==> src/rtl/ebc_pkg.sv <==
// constants, field layouts and states of the emulation breakpoint control
// shared by the control block and its breakpoint comparator
package ebc_pkg;
    localparam int ADDR_W = 20;
    localparam int DATA_W = 32;
    localparam int REG_AW = 4;
    localparam logic [REG_AW-1:0] OFF_CTRL = 4'h0;
    localparam logic [REG_AW-1:0] OFF_STATUS = 4'h1;
    localparam logic [REG_AW-1:0] OFF_CODE_SEG = 4'h2;
    localparam logic [REG_AW-1:0] OFF_INSTR_OFS = 4'h3;
    localparam logic [REG_AW-1:0] OFF_BP0_VAL = 4'h4;
    localparam logic [REG_AW-1:0] OFF_BP0_CARE = 4'h5;
    localparam logic [REG_AW-1:0] OFF_BP1_VAL = 4'h6;
    localparam logic [REG_AW-1:0] OFF_BP1_CARE = 4'h7;
    localparam logic [REG_AW-1:0] OFF_HALT_FACTOR = 4'h8;
    localparam logic [REG_AW-1:0] OFF_CONFIG = 4'h9;
    localparam logic [REG_AW-1:0] OFF_TRACE_VAL = 4'hA;
    localparam logic [REG_AW-1:0] OFF_TRACE_CARE = 4'hB;
    localparam logic [REG_AW-1:0] OFF_START_ADDR = 4'hC;
    // control register bits (write pulses)
    localparam int CTRL_LOAD = 0;
    localparam int CTRL_GO = 1;
    localparam int CTRL_ABORT = 2;
    localparam int CTRL_FROM = 3;
    localparam int CTRL_NO_HALT = 4;
    localparam int CTRL_SET_BP0 = 5;
    localparam int CTRL_SET_BP1 = 6;
    localparam int CTRL_SHORT = 7;
    localparam int CTRL_CLR_CAUSE = 8;
    // halt factor bits
    localparam int HF_BP0 = 0;
    localparam int HF_BP1 = 1;
    localparam int HF_W = 2;
    localparam logic [HF_W-1:0] HF_NONE = 2'h0;
    // config bits
    localparam int CFG_TIMEOUT_HALT = 0;
    localparam int CFG_READY_EN = 1;
    localparam int CFG_TRACE_EN = 2;
    // status bits
    localparam int ST_ACTIVE = 0;
    localparam int ST_CAUSE_ABORT = 1;
    localparam int ST_CAUSE_FATAL = 2;
    localparam int ST_CAUSE_BP0 = 3;
    localparam int ST_CAUSE_BP1 = 4;
    localparam int ST_CAUSE_TIMEOUT = 5;
    localparam int ST_TRACING = 6;
    localparam int ST_W = 7;
    localparam logic [ADDR_W-1:0] CARE_NONE = 20'h00000;
    localparam logic [ADDR_W-1:0] CARE_ALL = 20'hFFFFF;
    localparam logic [ADDR_W-1:0] ADDR_ZERO = 20'h00000;
    localparam logic [15:0] WORD_ZERO = 16'h0000;
    localparam int SEG_SHIFT = 4;
    localparam int SHORT_W = 16;
    typedef enum logic [1:0] {EBC_IDLE, EBC_RUN, EBC_FINISH} ebc_state_t;
endpackage

==> src/rtl/ebc_ctrl.sv <==
// emulation control with two breakpoint slots, halt factors and tracepoint
// assumes the emulation core and register master are on clk_sys;
// abort, fatal, timeout and user ready come from pins
`timescale 1ns/1ps

// Notes on behaviour
// two breakpoint slots, each halting emulation when enabled and matching
// program load resets halt factor register to no-halt
// program load sets both slots all don't-care and disabled
// start runs from code segment base and instruction offset
// emulation_active_out is high while emulation runs
// emulation runs until abort, fatal error, or enabled halt factor
// abort finishes current instruction; registers then hold next address
// optional start address loads segment and offset first; code zeroes the segment and takes the offset from bits 31:16
// no-halt start option disables all halt factors
// start with match conditions loads and enables breakpoint slots; code loads only slot 0 and only enables slot 1
// slot accepts execution or non-execution type condition; code supports execution conditions only
// execution condition is 20 address bits with don't-care, plus qualifier; code has no qualifier field
// match checked when byte leaves the queue for execution
// match when cared bits of executed byte address equal slot
// full address is segment times sixteen plus displacement
// single constant address reduced modulo 65536
// masked address loads don't-care bits to match a range
// single condition loads first slot, second slot unchanged
// access-timeout setting halts with error or is ignored
// setting enables user ready input for access termination
// tracepoint slot match starts or stops trace collection
// breakpoint hit finishes instruction, halts, clears active, flags cause
module ebc_ctrl
    import ebc_pkg::*;
#(
    parameter int AW = ADDR_W
)
(
    input wire logic clk_sys,
    input wire logic rst_n,
    input wire logic clk_en,
    input wire logic [ebc_pkg::REG_AW-1:0] reg_addr,
    input wire logic [ebc_pkg::DATA_W-1:0] reg_wdata,
    input wire logic reg_wr,
    input wire logic reg_rd,
    output logic [ebc_pkg::DATA_W-1:0] reg_rdata,
    input wire logic [AW-1:0] exec_addr,
    input wire logic exec_strobe,
    input wire logic instr_end,
    input wire logic [15:0] next_seg,
    input wire logic [15:0] next_ofs,
    input wire logic abort_pin,
    input wire logic fatal_pin,
    input wire logic timeout_pin,
    input wire logic user_ready_pin,
    output logic core_run,
    output logic [15:0] core_seg,
    output logic [15:0] core_ofs,
    output logic core_start,
    output logic ready_use,
    output logic emulation_active_out,
    output logic trace_collect
);
    import ebc_pkg::*;

    ebc_state_t state_r, state_nxt;
    logic [1:0] abort_s, fatal_s, tmo_s, rdy_s;
    logic [15:0] code_seg_r, instr_offset_r;
    logic [AW-1:0] bp0_val_r, bp0_care_r, bp1_val_r, bp1_care_r;
    logic [AW-1:0] trc_val_r, trc_care_r;
    logic [HF_W-1:0] halt_factor_register_r;
    logic [2:0] cfg_r;
    logic [ST_W-1:0] status_r;
    logic [DATA_W-1:0] rdata_r;
    logic start_pulse_r;
    logic trace_r;
    logic hit0, hit1, hit_trc;
    logic bp0_halt, bp1_halt, tmo_halt, stop_req;
    logic wr_ctrl, do_load, do_go, do_abort, cause_clr;
    logic [AW-1:0] start_full, short_addr;
    logic [DATA_W-1:0] rd_mux;
    logic pend_abort_r, pend_bp0_r, pend_bp1_r, pend_tmo_r;

    // pin synchronisers
    always_ff @(posedge clk_sys or negedge rst_n)
    begin
        if (!rst_n)
        begin
            abort_s <= 2'h0;
            fatal_s <= 2'h0;
            tmo_s <= 2'h0;
            rdy_s <= 2'h0;
        end
        else if (clk_en)
        begin
            abort_s <= {abort_s[0], abort_pin};
            fatal_s <= {fatal_s[0], fatal_pin};
            tmo_s <= {tmo_s[0], timeout_pin};
            rdy_s <= {rdy_s[0], user_ready_pin};
        end
    end

    // control decode
    assign wr_ctrl = reg_wr && (reg_addr == OFF_CTRL);
    assign do_load = wr_ctrl && reg_wdata[CTRL_LOAD];
    assign do_go = wr_ctrl && reg_wdata[CTRL_GO] && (state_r == EBC_IDLE);
    assign do_abort = (wr_ctrl && reg_wdata[CTRL_ABORT]) || abort_s[1];
    assign cause_clr = wr_ctrl && reg_wdata[CTRL_CLR_CAUSE];
    // segment times sixteen plus offset
    assign start_full = AW'({4'h0, code_seg_r} << SEG_SHIFT) + AW'(instr_offset_r);
    // short constant modulo 65536
    assign short_addr = AW'(reg_wdata[SHORT_W-1:0]);

    // breakpoint and trace comparators
    // two slots
    ebc_match #(.AW(AW)) u_bp0 (
        .value(bp0_val_r), .care(bp0_care_r), .exec_addr(exec_addr),
        .exec_strobe(exec_strobe), .hit(hit0)
    );
    ebc_match #(.AW(AW)) u_bp1 (
        .value(bp1_val_r), .care(bp1_care_r), .exec_addr(exec_addr),
        .exec_strobe(exec_strobe), .hit(hit1)
    );
    ebc_match #(.AW(AW)) u_trc (
        .value(trc_val_r), .care(trc_care_r), .exec_addr(exec_addr),
        .exec_strobe(exec_strobe), .hit(hit_trc)
    );

    // halt sources gated by factors
    assign bp0_halt = hit0 && halt_factor_register_r[HF_BP0];
    assign bp1_halt = hit1 && halt_factor_register_r[HF_BP1];
    // timeout halts only when set
    assign tmo_halt = tmo_s[1] && cfg_r[CFG_TIMEOUT_HALT];
    assign stop_req = do_abort || bp0_halt || bp1_halt || tmo_halt
        || pend_abort_r || pend_bp0_r || pend_bp1_r || pend_tmo_r;

    // run state machine
    always_comb
    begin
        state_nxt = state_r;
        case (state_r)
            EBC_IDLE:
            begin
                if (do_go)
                    state_nxt = EBC_RUN;
            end
            EBC_RUN:
            begin
                // fatal stops at once
                if (fatal_s[1])
                    state_nxt = EBC_IDLE;
                // finish instruction first
                else if (stop_req)
                    state_nxt = instr_end ? EBC_IDLE : EBC_FINISH;
            end
            EBC_FINISH:
            begin
                if (instr_end || fatal_s[1])
                    state_nxt = EBC_IDLE;
            end
            default: state_nxt = EBC_IDLE;
        endcase
    end

    always_ff @(posedge clk_sys or negedge rst_n)
    begin
        if (!rst_n)
            state_r <= EBC_IDLE;
        else if (clk_en)
            state_r <= state_nxt;
    end

    // latched stop causes while finishing
    always_ff @(posedge clk_sys or negedge rst_n)
    begin
        if (!rst_n)
        begin
            pend_abort_r <= 1'b0;
            pend_bp0_r <= 1'b0;
            pend_bp1_r <= 1'b0;
            pend_tmo_r <= 1'b0;
        end
        else if (clk_en)
        begin
            pend_abort_r <= (state_nxt != EBC_IDLE) && (pend_abort_r || do_abort);
            pend_bp0_r <= (state_nxt != EBC_IDLE) && (pend_bp0_r || bp0_halt);
            pend_bp1_r <= (state_nxt != EBC_IDLE) && (pend_bp1_r || bp1_halt);
            pend_tmo_r <= (state_nxt != EBC_IDLE) && (pend_tmo_r || tmo_halt);
        end
    end

    // halt cause flags, set wins over clear
    always_ff @(posedge clk_sys or negedge rst_n)
    begin
        if (!rst_n)
            status_r <= '0;
        else if (clk_en)
        begin
            if (cause_clr || do_go)
                status_r[ST_CAUSE_TIMEOUT:ST_CAUSE_ABORT] <= '0;
            if (state_r != EBC_IDLE && state_nxt == EBC_IDLE)
            begin
                if (pend_abort_r || do_abort)
                    status_r[ST_CAUSE_ABORT] <= 1'b1;
                if (fatal_s[1])
                    status_r[ST_CAUSE_FATAL] <= 1'b1;
                if (pend_bp0_r || bp0_halt)
                    status_r[ST_CAUSE_BP0] <= 1'b1;
                if (pend_bp1_r || bp1_halt)
                    status_r[ST_CAUSE_BP1] <= 1'b1;
                if (pend_tmo_r || tmo_halt)
                    status_r[ST_CAUSE_TIMEOUT] <= 1'b1;
            end
            status_r[ST_ACTIVE] <= (state_nxt != EBC_IDLE);
            status_r[ST_TRACING] <= trace_r;
        end
    end

    // start address registers
    always_ff @(posedge clk_sys or negedge rst_n)
    begin
        if (!rst_n)
        begin
            code_seg_r <= WORD_ZERO;
            instr_offset_r <= WORD_ZERO;
        end
        else if (clk_en)
        begin
            // hold next instruction on halt
            if (state_r != EBC_IDLE && state_nxt == EBC_IDLE)
            begin
                code_seg_r <= next_seg;
                instr_offset_r <= next_ofs;
            end
            // start point from command
            else if (wr_ctrl && reg_wdata[CTRL_FROM] && state_r == EBC_IDLE)
            begin
                code_seg_r <= WORD_ZERO;
                instr_offset_r <= reg_wdata[31:16];
            end
            else if (reg_wr && reg_addr == OFF_CODE_SEG && state_r == EBC_IDLE)
                code_seg_r <= reg_wdata[15:0];
            else if (reg_wr && reg_addr == OFF_INSTR_OFS && state_r == EBC_IDLE)
                instr_offset_r <= reg_wdata[15:0];
        end
    end

    // breakpoint slots and halt factors
    always_ff @(posedge clk_sys or negedge rst_n)
    begin
        if (!rst_n)
        begin
            bp0_val_r <= ADDR_ZERO;
            bp0_care_r <= CARE_NONE;
            bp1_val_r <= ADDR_ZERO;
            bp1_care_r <= CARE_NONE;
            halt_factor_register_r <= HF_NONE;
        end
        else if (clk_en)
        begin
            if (do_load)
            begin
                // no-halt after load
                halt_factor_register_r <= HF_NONE;
                // all don't-care, disabled
                bp0_care_r <= CARE_NONE;
                bp1_care_r <= CARE_NONE;
            end
            else if (do_go && reg_wdata[CTRL_NO_HALT])
                // no-halt start
                halt_factor_register_r <= HF_NONE;
            else if (do_go)
            begin
                // load and enable slot 0, only enable slot 1
                // one condition goes to first slot
                if (reg_wdata[CTRL_SET_BP0])
                begin
                    bp0_val_r <= reg_wdata[CTRL_SHORT] ? short_addr : start_full;
                    bp0_care_r <= CARE_ALL;
                    halt_factor_register_r[HF_BP0] <= 1'b1;
                end
                if (reg_wdata[CTRL_SET_BP1])
                    halt_factor_register_r[HF_BP1] <= 1'b1;
            end
            else if (reg_wr && state_r == EBC_IDLE)
            begin
                // execution value and care masks
                // masked address as care bits
                case (reg_addr)
                    OFF_BP0_VAL: bp0_val_r <= reg_wdata[AW-1:0];
                    OFF_BP0_CARE: bp0_care_r <= reg_wdata[AW-1:0];
                    OFF_BP1_VAL: bp1_val_r <= reg_wdata[AW-1:0];
                    OFF_BP1_CARE: bp1_care_r <= reg_wdata[AW-1:0];
                    OFF_HALT_FACTOR: halt_factor_register_r <= reg_wdata[HF_W-1:0];
                    default: ;
                endcase
            end
        end
    end

    // configuration and tracepoint
    always_ff @(posedge clk_sys or negedge rst_n)
    begin
        if (!rst_n)
        begin
            cfg_r <= 3'h0;
            trc_val_r <= ADDR_ZERO;
            trc_care_r <= CARE_NONE;
        end
        else if (clk_en && reg_wr)
        begin
            if (reg_addr == OFF_CONFIG)
                cfg_r <= reg_wdata[2:0];
            if (reg_addr == OFF_TRACE_VAL)
                trc_val_r <= reg_wdata[AW-1:0];
            if (reg_addr == OFF_TRACE_CARE)
                trc_care_r <= reg_wdata[AW-1:0];
        end
    end

    // tracepoint toggles collection
    always_ff @(posedge clk_sys or negedge rst_n)
    begin
        if (!rst_n)
            trace_r <= 1'b0;
        else if (clk_en)
        begin
            if (!cfg_r[CFG_TRACE_EN])
                trace_r <= 1'b0;
            else if (hit_trc && state_r != EBC_IDLE)
                trace_r <= !trace_r;
        end
    end

    // start pulse to the core
    always_ff @(posedge clk_sys or negedge rst_n)
    begin
        if (!rst_n)
            start_pulse_r <= 1'b0;
        else if (clk_en)
            start_pulse_r <= do_go;
    end

    // read path
    assign rd_mux =
        (reg_addr == OFF_STATUS) ? DATA_W'(status_r) :
        (reg_addr == OFF_CODE_SEG) ? DATA_W'(code_seg_r) :
        (reg_addr == OFF_INSTR_OFS) ? DATA_W'(instr_offset_r) :
        (reg_addr == OFF_BP0_VAL) ? DATA_W'(bp0_val_r) :
        (reg_addr == OFF_BP0_CARE) ? DATA_W'(bp0_care_r) :
        (reg_addr == OFF_BP1_VAL) ? DATA_W'(bp1_val_r) :
        (reg_addr == OFF_BP1_CARE) ? DATA_W'(bp1_care_r) :
        (reg_addr == OFF_HALT_FACTOR) ? DATA_W'(halt_factor_register_r) :
        (reg_addr == OFF_CONFIG) ? DATA_W'(cfg_r) :
        (reg_addr == OFF_TRACE_VAL) ? DATA_W'(trc_val_r) :
        (reg_addr == OFF_TRACE_CARE) ? DATA_W'(trc_care_r) :
        (reg_addr == OFF_START_ADDR) ? DATA_W'(start_full) : '0;

    always_ff @(posedge clk_sys or negedge rst_n)
    begin
        if (!rst_n)
            rdata_r <= '0;
        else if (clk_en && reg_rd)
            rdata_r <= rd_mux;
    end

    assign reg_rdata = rdata_r;
    // core starts at segment and offset
    assign core_seg = code_seg_r;
    assign core_ofs = instr_offset_r;
    assign core_start = start_pulse_r;
    assign core_run = (state_r != EBC_IDLE);
    // active while running
    assign emulation_active_out = status_r[ST_ACTIVE];
    // user ready gating
    assign ready_use = cfg_r[CFG_READY_EN] ? rdy_s[1] : 1'b1;
    assign trace_collect = trace_r;
endmodule

==> src/rtl/ebc_match.sv <==
// one breakpoint comparator with per-bit don't-care
// assumes execution address and strobe are on clk_sys
`timescale 1ns/1ps
module ebc_match
    import ebc_pkg::*;
#(
    parameter int AW = ADDR_W
)
(
    input wire logic [AW-1:0] value,
    input wire logic [AW-1:0] care,
    input wire logic [AW-1:0] exec_addr,
    input wire logic exec_strobe,
    output logic hit
);
    logic [AW-1:0] bit_ok;
    genvar i;
    // compare cared bits
    generate
        for (i = 0; i < AW; i++)
        begin : g_bit
            assign bit_ok[i] = !care[i] || (value[i] == exec_addr[i]);
        end
    endgenerate
    // only on executed byte
    assign hit = exec_strobe && (&bit_ok);
endmodule

==> config.mk <==
export PLATFORM = sky130hd
export DESIGN_NAME = ebc_ctrl
export DESIGN_NICKNAME = d
export VERILOG_FILES = /design/src/rtl/ebc_pkg.sv /design/src/rtl/ebc_ctrl.sv /design/src/rtl/ebc_match.sv
export SDC_FILE = /design/constraint.sdc
export NUM_CORES = 1
export LEC_CHECK = 0
export BUFFER_PORTS_ARGS = -buffer_cell sky130_fd_sc_hd__buf_2
export CORE_MARGIN = 2
export CORE_UTILIZATION = 53
export DETAILED_ROUTE_END_ITERATION = 10
export GPL_TIMING_DRIVEN = 0
export PLACE_DENSITY_LB_ADDON = 0.3
export SYNTH_ARGS = -nofsm -noshare
export SYNTH_HDL_FRONTEND = slang
export SYNTH_SLANG_ARGS = --single-unit
export TNS_END_PERCENT = 5
==> constraint.sdc <==
create_clock -name clk_sys -period 2.6 [get_ports clk_sys]
set_input_delay 0.26 -clock clk_sys [delete_from_list [all_inputs] [get_ports clk_sys]]
set_output_delay 0.26 -clock clk_sys [all_outputs]
set_load 0.01 [all_outputs]
==> impl_results.md <==
* Status: finished, violations left
* Failing checks: setup timing
* FMAX at 337 MHz
* Cell breakdown of the critical path: xor2_1 > a22oi_2 > nand4_1 > o31ai_4 > o31ai_4 > a21o_4 > buf_2 > o22ai_1 > nor2_1 > mux2_4
* Die height at 152 microns
* CORE AREA at 21200 sq um
* Most used cell, CP: o31ai_4
* Highest cell delay on the worst timing path at 0.46 ns
* Yosys top cell area share at 43.4%
* Setup TNS at -19.40 ns
* CTS tree: yes
* Worst Reg-to-Reg Cells at 10
* Final ANT Viol Nets at 0
* # setup viols final at 104
* CTS Root Buffer Type: clkbuf_16
* Final Hold Vio Count at 0
* CP startpoint kind: flip-flop
* Synth warn at 0
* Area occupied by multi-input gates at 6450 sq um
* GRT Overall Usage at 42.9%
* Starting Density at 54.4%
* Count of port buffers added during placement at 150
* Clock Sinks at 200
* Seq/Total Area, Yosys at 43.4%
* Vias in the first global route at 10800
* Met3 Use GR at 10.2%
* Maximum fanout along the worst path at 10
* Leak at 6.40 nW
* CP required at 2.95 ns
* DRC Markers at 0
* Layer with the highest usage: met2
* Leading area contributor after synthesis: dfrtp_1
* Layout cells sized above 1 at 28.6%
* Drt pass-1 iters at 7
* Num CTS Buffers at 17
* Place WS at -1.13 ns
* Final HPWL DP at 36200 microns
* Worst Hold Depth at 2
* Pwr/cell area at 894 nW/um^2
* Max_slew headroom at 22.2%
* DRT iter0 DRCs at 1453
* VDD IR-drop max at 0.542 mV
* Critical path's slowest cell: dfrtp_2
* Hold EP: fatal_s[0]$_DFFE_PN0P_
* Layout Skew at 0.0138 ns
* Critical path class: reg2reg
* Flop2flop setup slack at -0.37 ns
* Routed via count at 11500
* Worst hold start: fatal_pin
* RR Startpoint: bp0_val_r[6]$_DFFE_PN0P_
* Number of synthesized flops with an enable pin at 0
* Area grow syn2layout at 21.0%
* Total gr overflow at 0
* Ranking of synthesized cells by area: dfrtp_1 (43%), mux2_2 (8.9%), nand2_1 (5.1%), xor2_1 (5.0%), o21ai_0 (5.0%)
* Post-synth cell types at 61
* Setup ws final at -0.368 ns
* Total wire length at 49000 microns
* Num ports at 168
* Min-delay worst type: in2reg
* Asr flop ratio synth at 100%
* H-Tree Depth at 4
* Setup repair after global routing missed its margin: yes
* Die W at 152 microns
* Sequential Area at 5010 sq um
* Post-synth top cells: dfrtp_1 (200), nand2_1 (158), o21ai_0 (115)
* Routed vias/inst at 6.78
* Layout Nets at 1526
* Initial antenna violation count at 3
* Crit path DAT at 3.31 ns
* Actual slew at the worst max-slew pin at 1.16 ns
* Final Cycle Share at 114%
* Fin. max-slew vios at 0
* Fin crit period at 2.97 ns
* Synth Flop Type: dfrtp_1
* Routability Congestion at 1.05
* Core Rows at 53
* Cell Area, Synth at 11500 sq um
* Cells after Synth at 1205
* Wire length per cell at 28.8 microns
* Final core occ at 65.8%
* Top-count cell post-synth: dfrtp_1
* Critical path capture point type: flip-flop
* Maximum number of pins on one net before global-route repair at 118
* Crit path buf inv count at 1
* Met2 Use GR at 62.5%
* Die Area at 23000 sq um
* #FFs+latches synth at 200
* CP top delay family: compound AO/OA/AOI/OAI gates
* GR Util met1 at 59.4%
* Clk Latency, worst-skew pair at 0.45 ns
* RR Endpoint: core_ofs[15]$_DFFE_PN0P_
* First-pass GRT wire length at 70300 microns
* Clock transition at path regs at 0.08 ns
* Mean Syn Cell Area at 9.57 sq um
* Max clock buf depth at 2
* Fillers at 1762
* Max Cap Viol at 0
how the worst max path moves through the flow:
stage	start	endpoint	slack (ns)	cells past startpoint
floorplan	core_seg[1]$_DFFE_PN0P_	reg_rdata[13]$_DFFE_PN0P_	0.02	10
global placement	rst_n	fatal_s[0]$_DFFE_PN0P_	-2.15	1
detailed placement	reg_addr[2]	bp0_care_r[14]$_DFFE_PN0P_	-1.13	9
CTS	bp0_val_r[9]$_DFFE_PN0P_	core_ofs[6]$_DFFE_PN0P_	-0.31	10
global route	core_seg[0]$_DFFE_PN0P_	bp0_val_r[14]$_DFFE_PN0P_	-0.42	11
finish	bp0_val_r[6]$_DFFE_PN0P_	core_ofs[15]$_DFFE_PN0P_	-0.37	10
repair_timing:
| item | in CTS | in global routing |
|---|---|---|
| resized for setup | 55 | 24 |
| buffers inserted | 15 | 10 |
| pin swaps | 26 | 13 |
| gates cloned | 2 | 0 |
| hold buffers | 1 | 0 |
| endpoints found under the setup margin | 137 | 120 |
| endpoints found under the hold margin | 83 | 0 |
flip-flops by register name, summed over array words and instances (netlist names), 2 cells and up:
name and count:
bp0_care_r 20, trc_care_r 20, reg_rdata 20, state_r 2
halt_factor_register_r 2, cfg_r 3, bp1_val_r 20, core_seg 16
bp0_val_r 20, status_r 7, fatal_s 2, core_ofs 16
bp1_care_r 20, rdy_s 2, trc_val_r 20, tmo_s 2
abort_s 2
area by class of cell:
class,count,area share (%)
Clock inverter,14,1.17
Buffer,91,3.15
Inverter,16,0.430
Sequential cell,200,35.9
Multi-Input combinational cell,909,46.2
Timing Repair Buffer,179,7.57
Tap cell,275,2.46
Clock buffer,18,3.07
Antenna cell,1,0.0179
layout by cell type, fill, tap and decap left out, drive strengths merged, types with 14 or more instances in the layout:
cell type	synthesis	routed
dfrtp	200	200
o22ai	22	22
nor3	29	29
nor2	65	65
mux2i	14	14
xor2	66	66
a21oi	76	76
inv	15	20
buf	27	205
a22oi	45	45
o21ai	115	115
nand3	26	26
clkbuf	64	82
nand2	159	159
a222oi	14	14
mux2	110	110
cells by family (layout without fill, tap and decap cells):
logic type,after synthesis,after routing,synth area share [%]
AO/OA/AOI/OAI,376,376,21.4
XOR/XNOR,72,72,5.47
adder cells (fa/ha/maj),13,13,1.48
buffers and inverters,107,318,4.13
flip-flops,200,200,43.4
multiplexers,124,124,12.6
other,1,13,0.0325
AND/OR/NAND/NOR,312,312,11.6
metal layers:
layer / share of wire [%] / up-vias
li1: - / 4795
met1: 38 / 5635
met2: 43 / 903
met3: 12 / 212
met4: 6.6 / 4
met5: 0.053 / -
report_power, final:
part / internal (mW) / total [mW] / switching, mW / leakage, nW
Sequential: 3.89 / 5.06 / 1.17 / 2.53
Clock: 1.37 / 2.77 / 1.40 / 0.290
Combinational: 2.08 / 4.65 / 2.57 / 3.58
Total: 7.35 / 12.5 / 5.13 / 6.40
metrics by stage:
step	power [mW]	instance area [sq um]	hold WS (ns)	std cells
2_1_floorplan	7.04	11600	-0.0356	1216
3_3_place_gp	8.75	12700	0.457	1641
3_5_place_dp	8.83	12700	0.297	1642
4_1_cts	12.0	13800	0.0340	1692
5_1_grt	12.9	14000	0.0359	1702
6_report	12.5	14000	0.0320	1703
(Power assumes the default switching activity.)
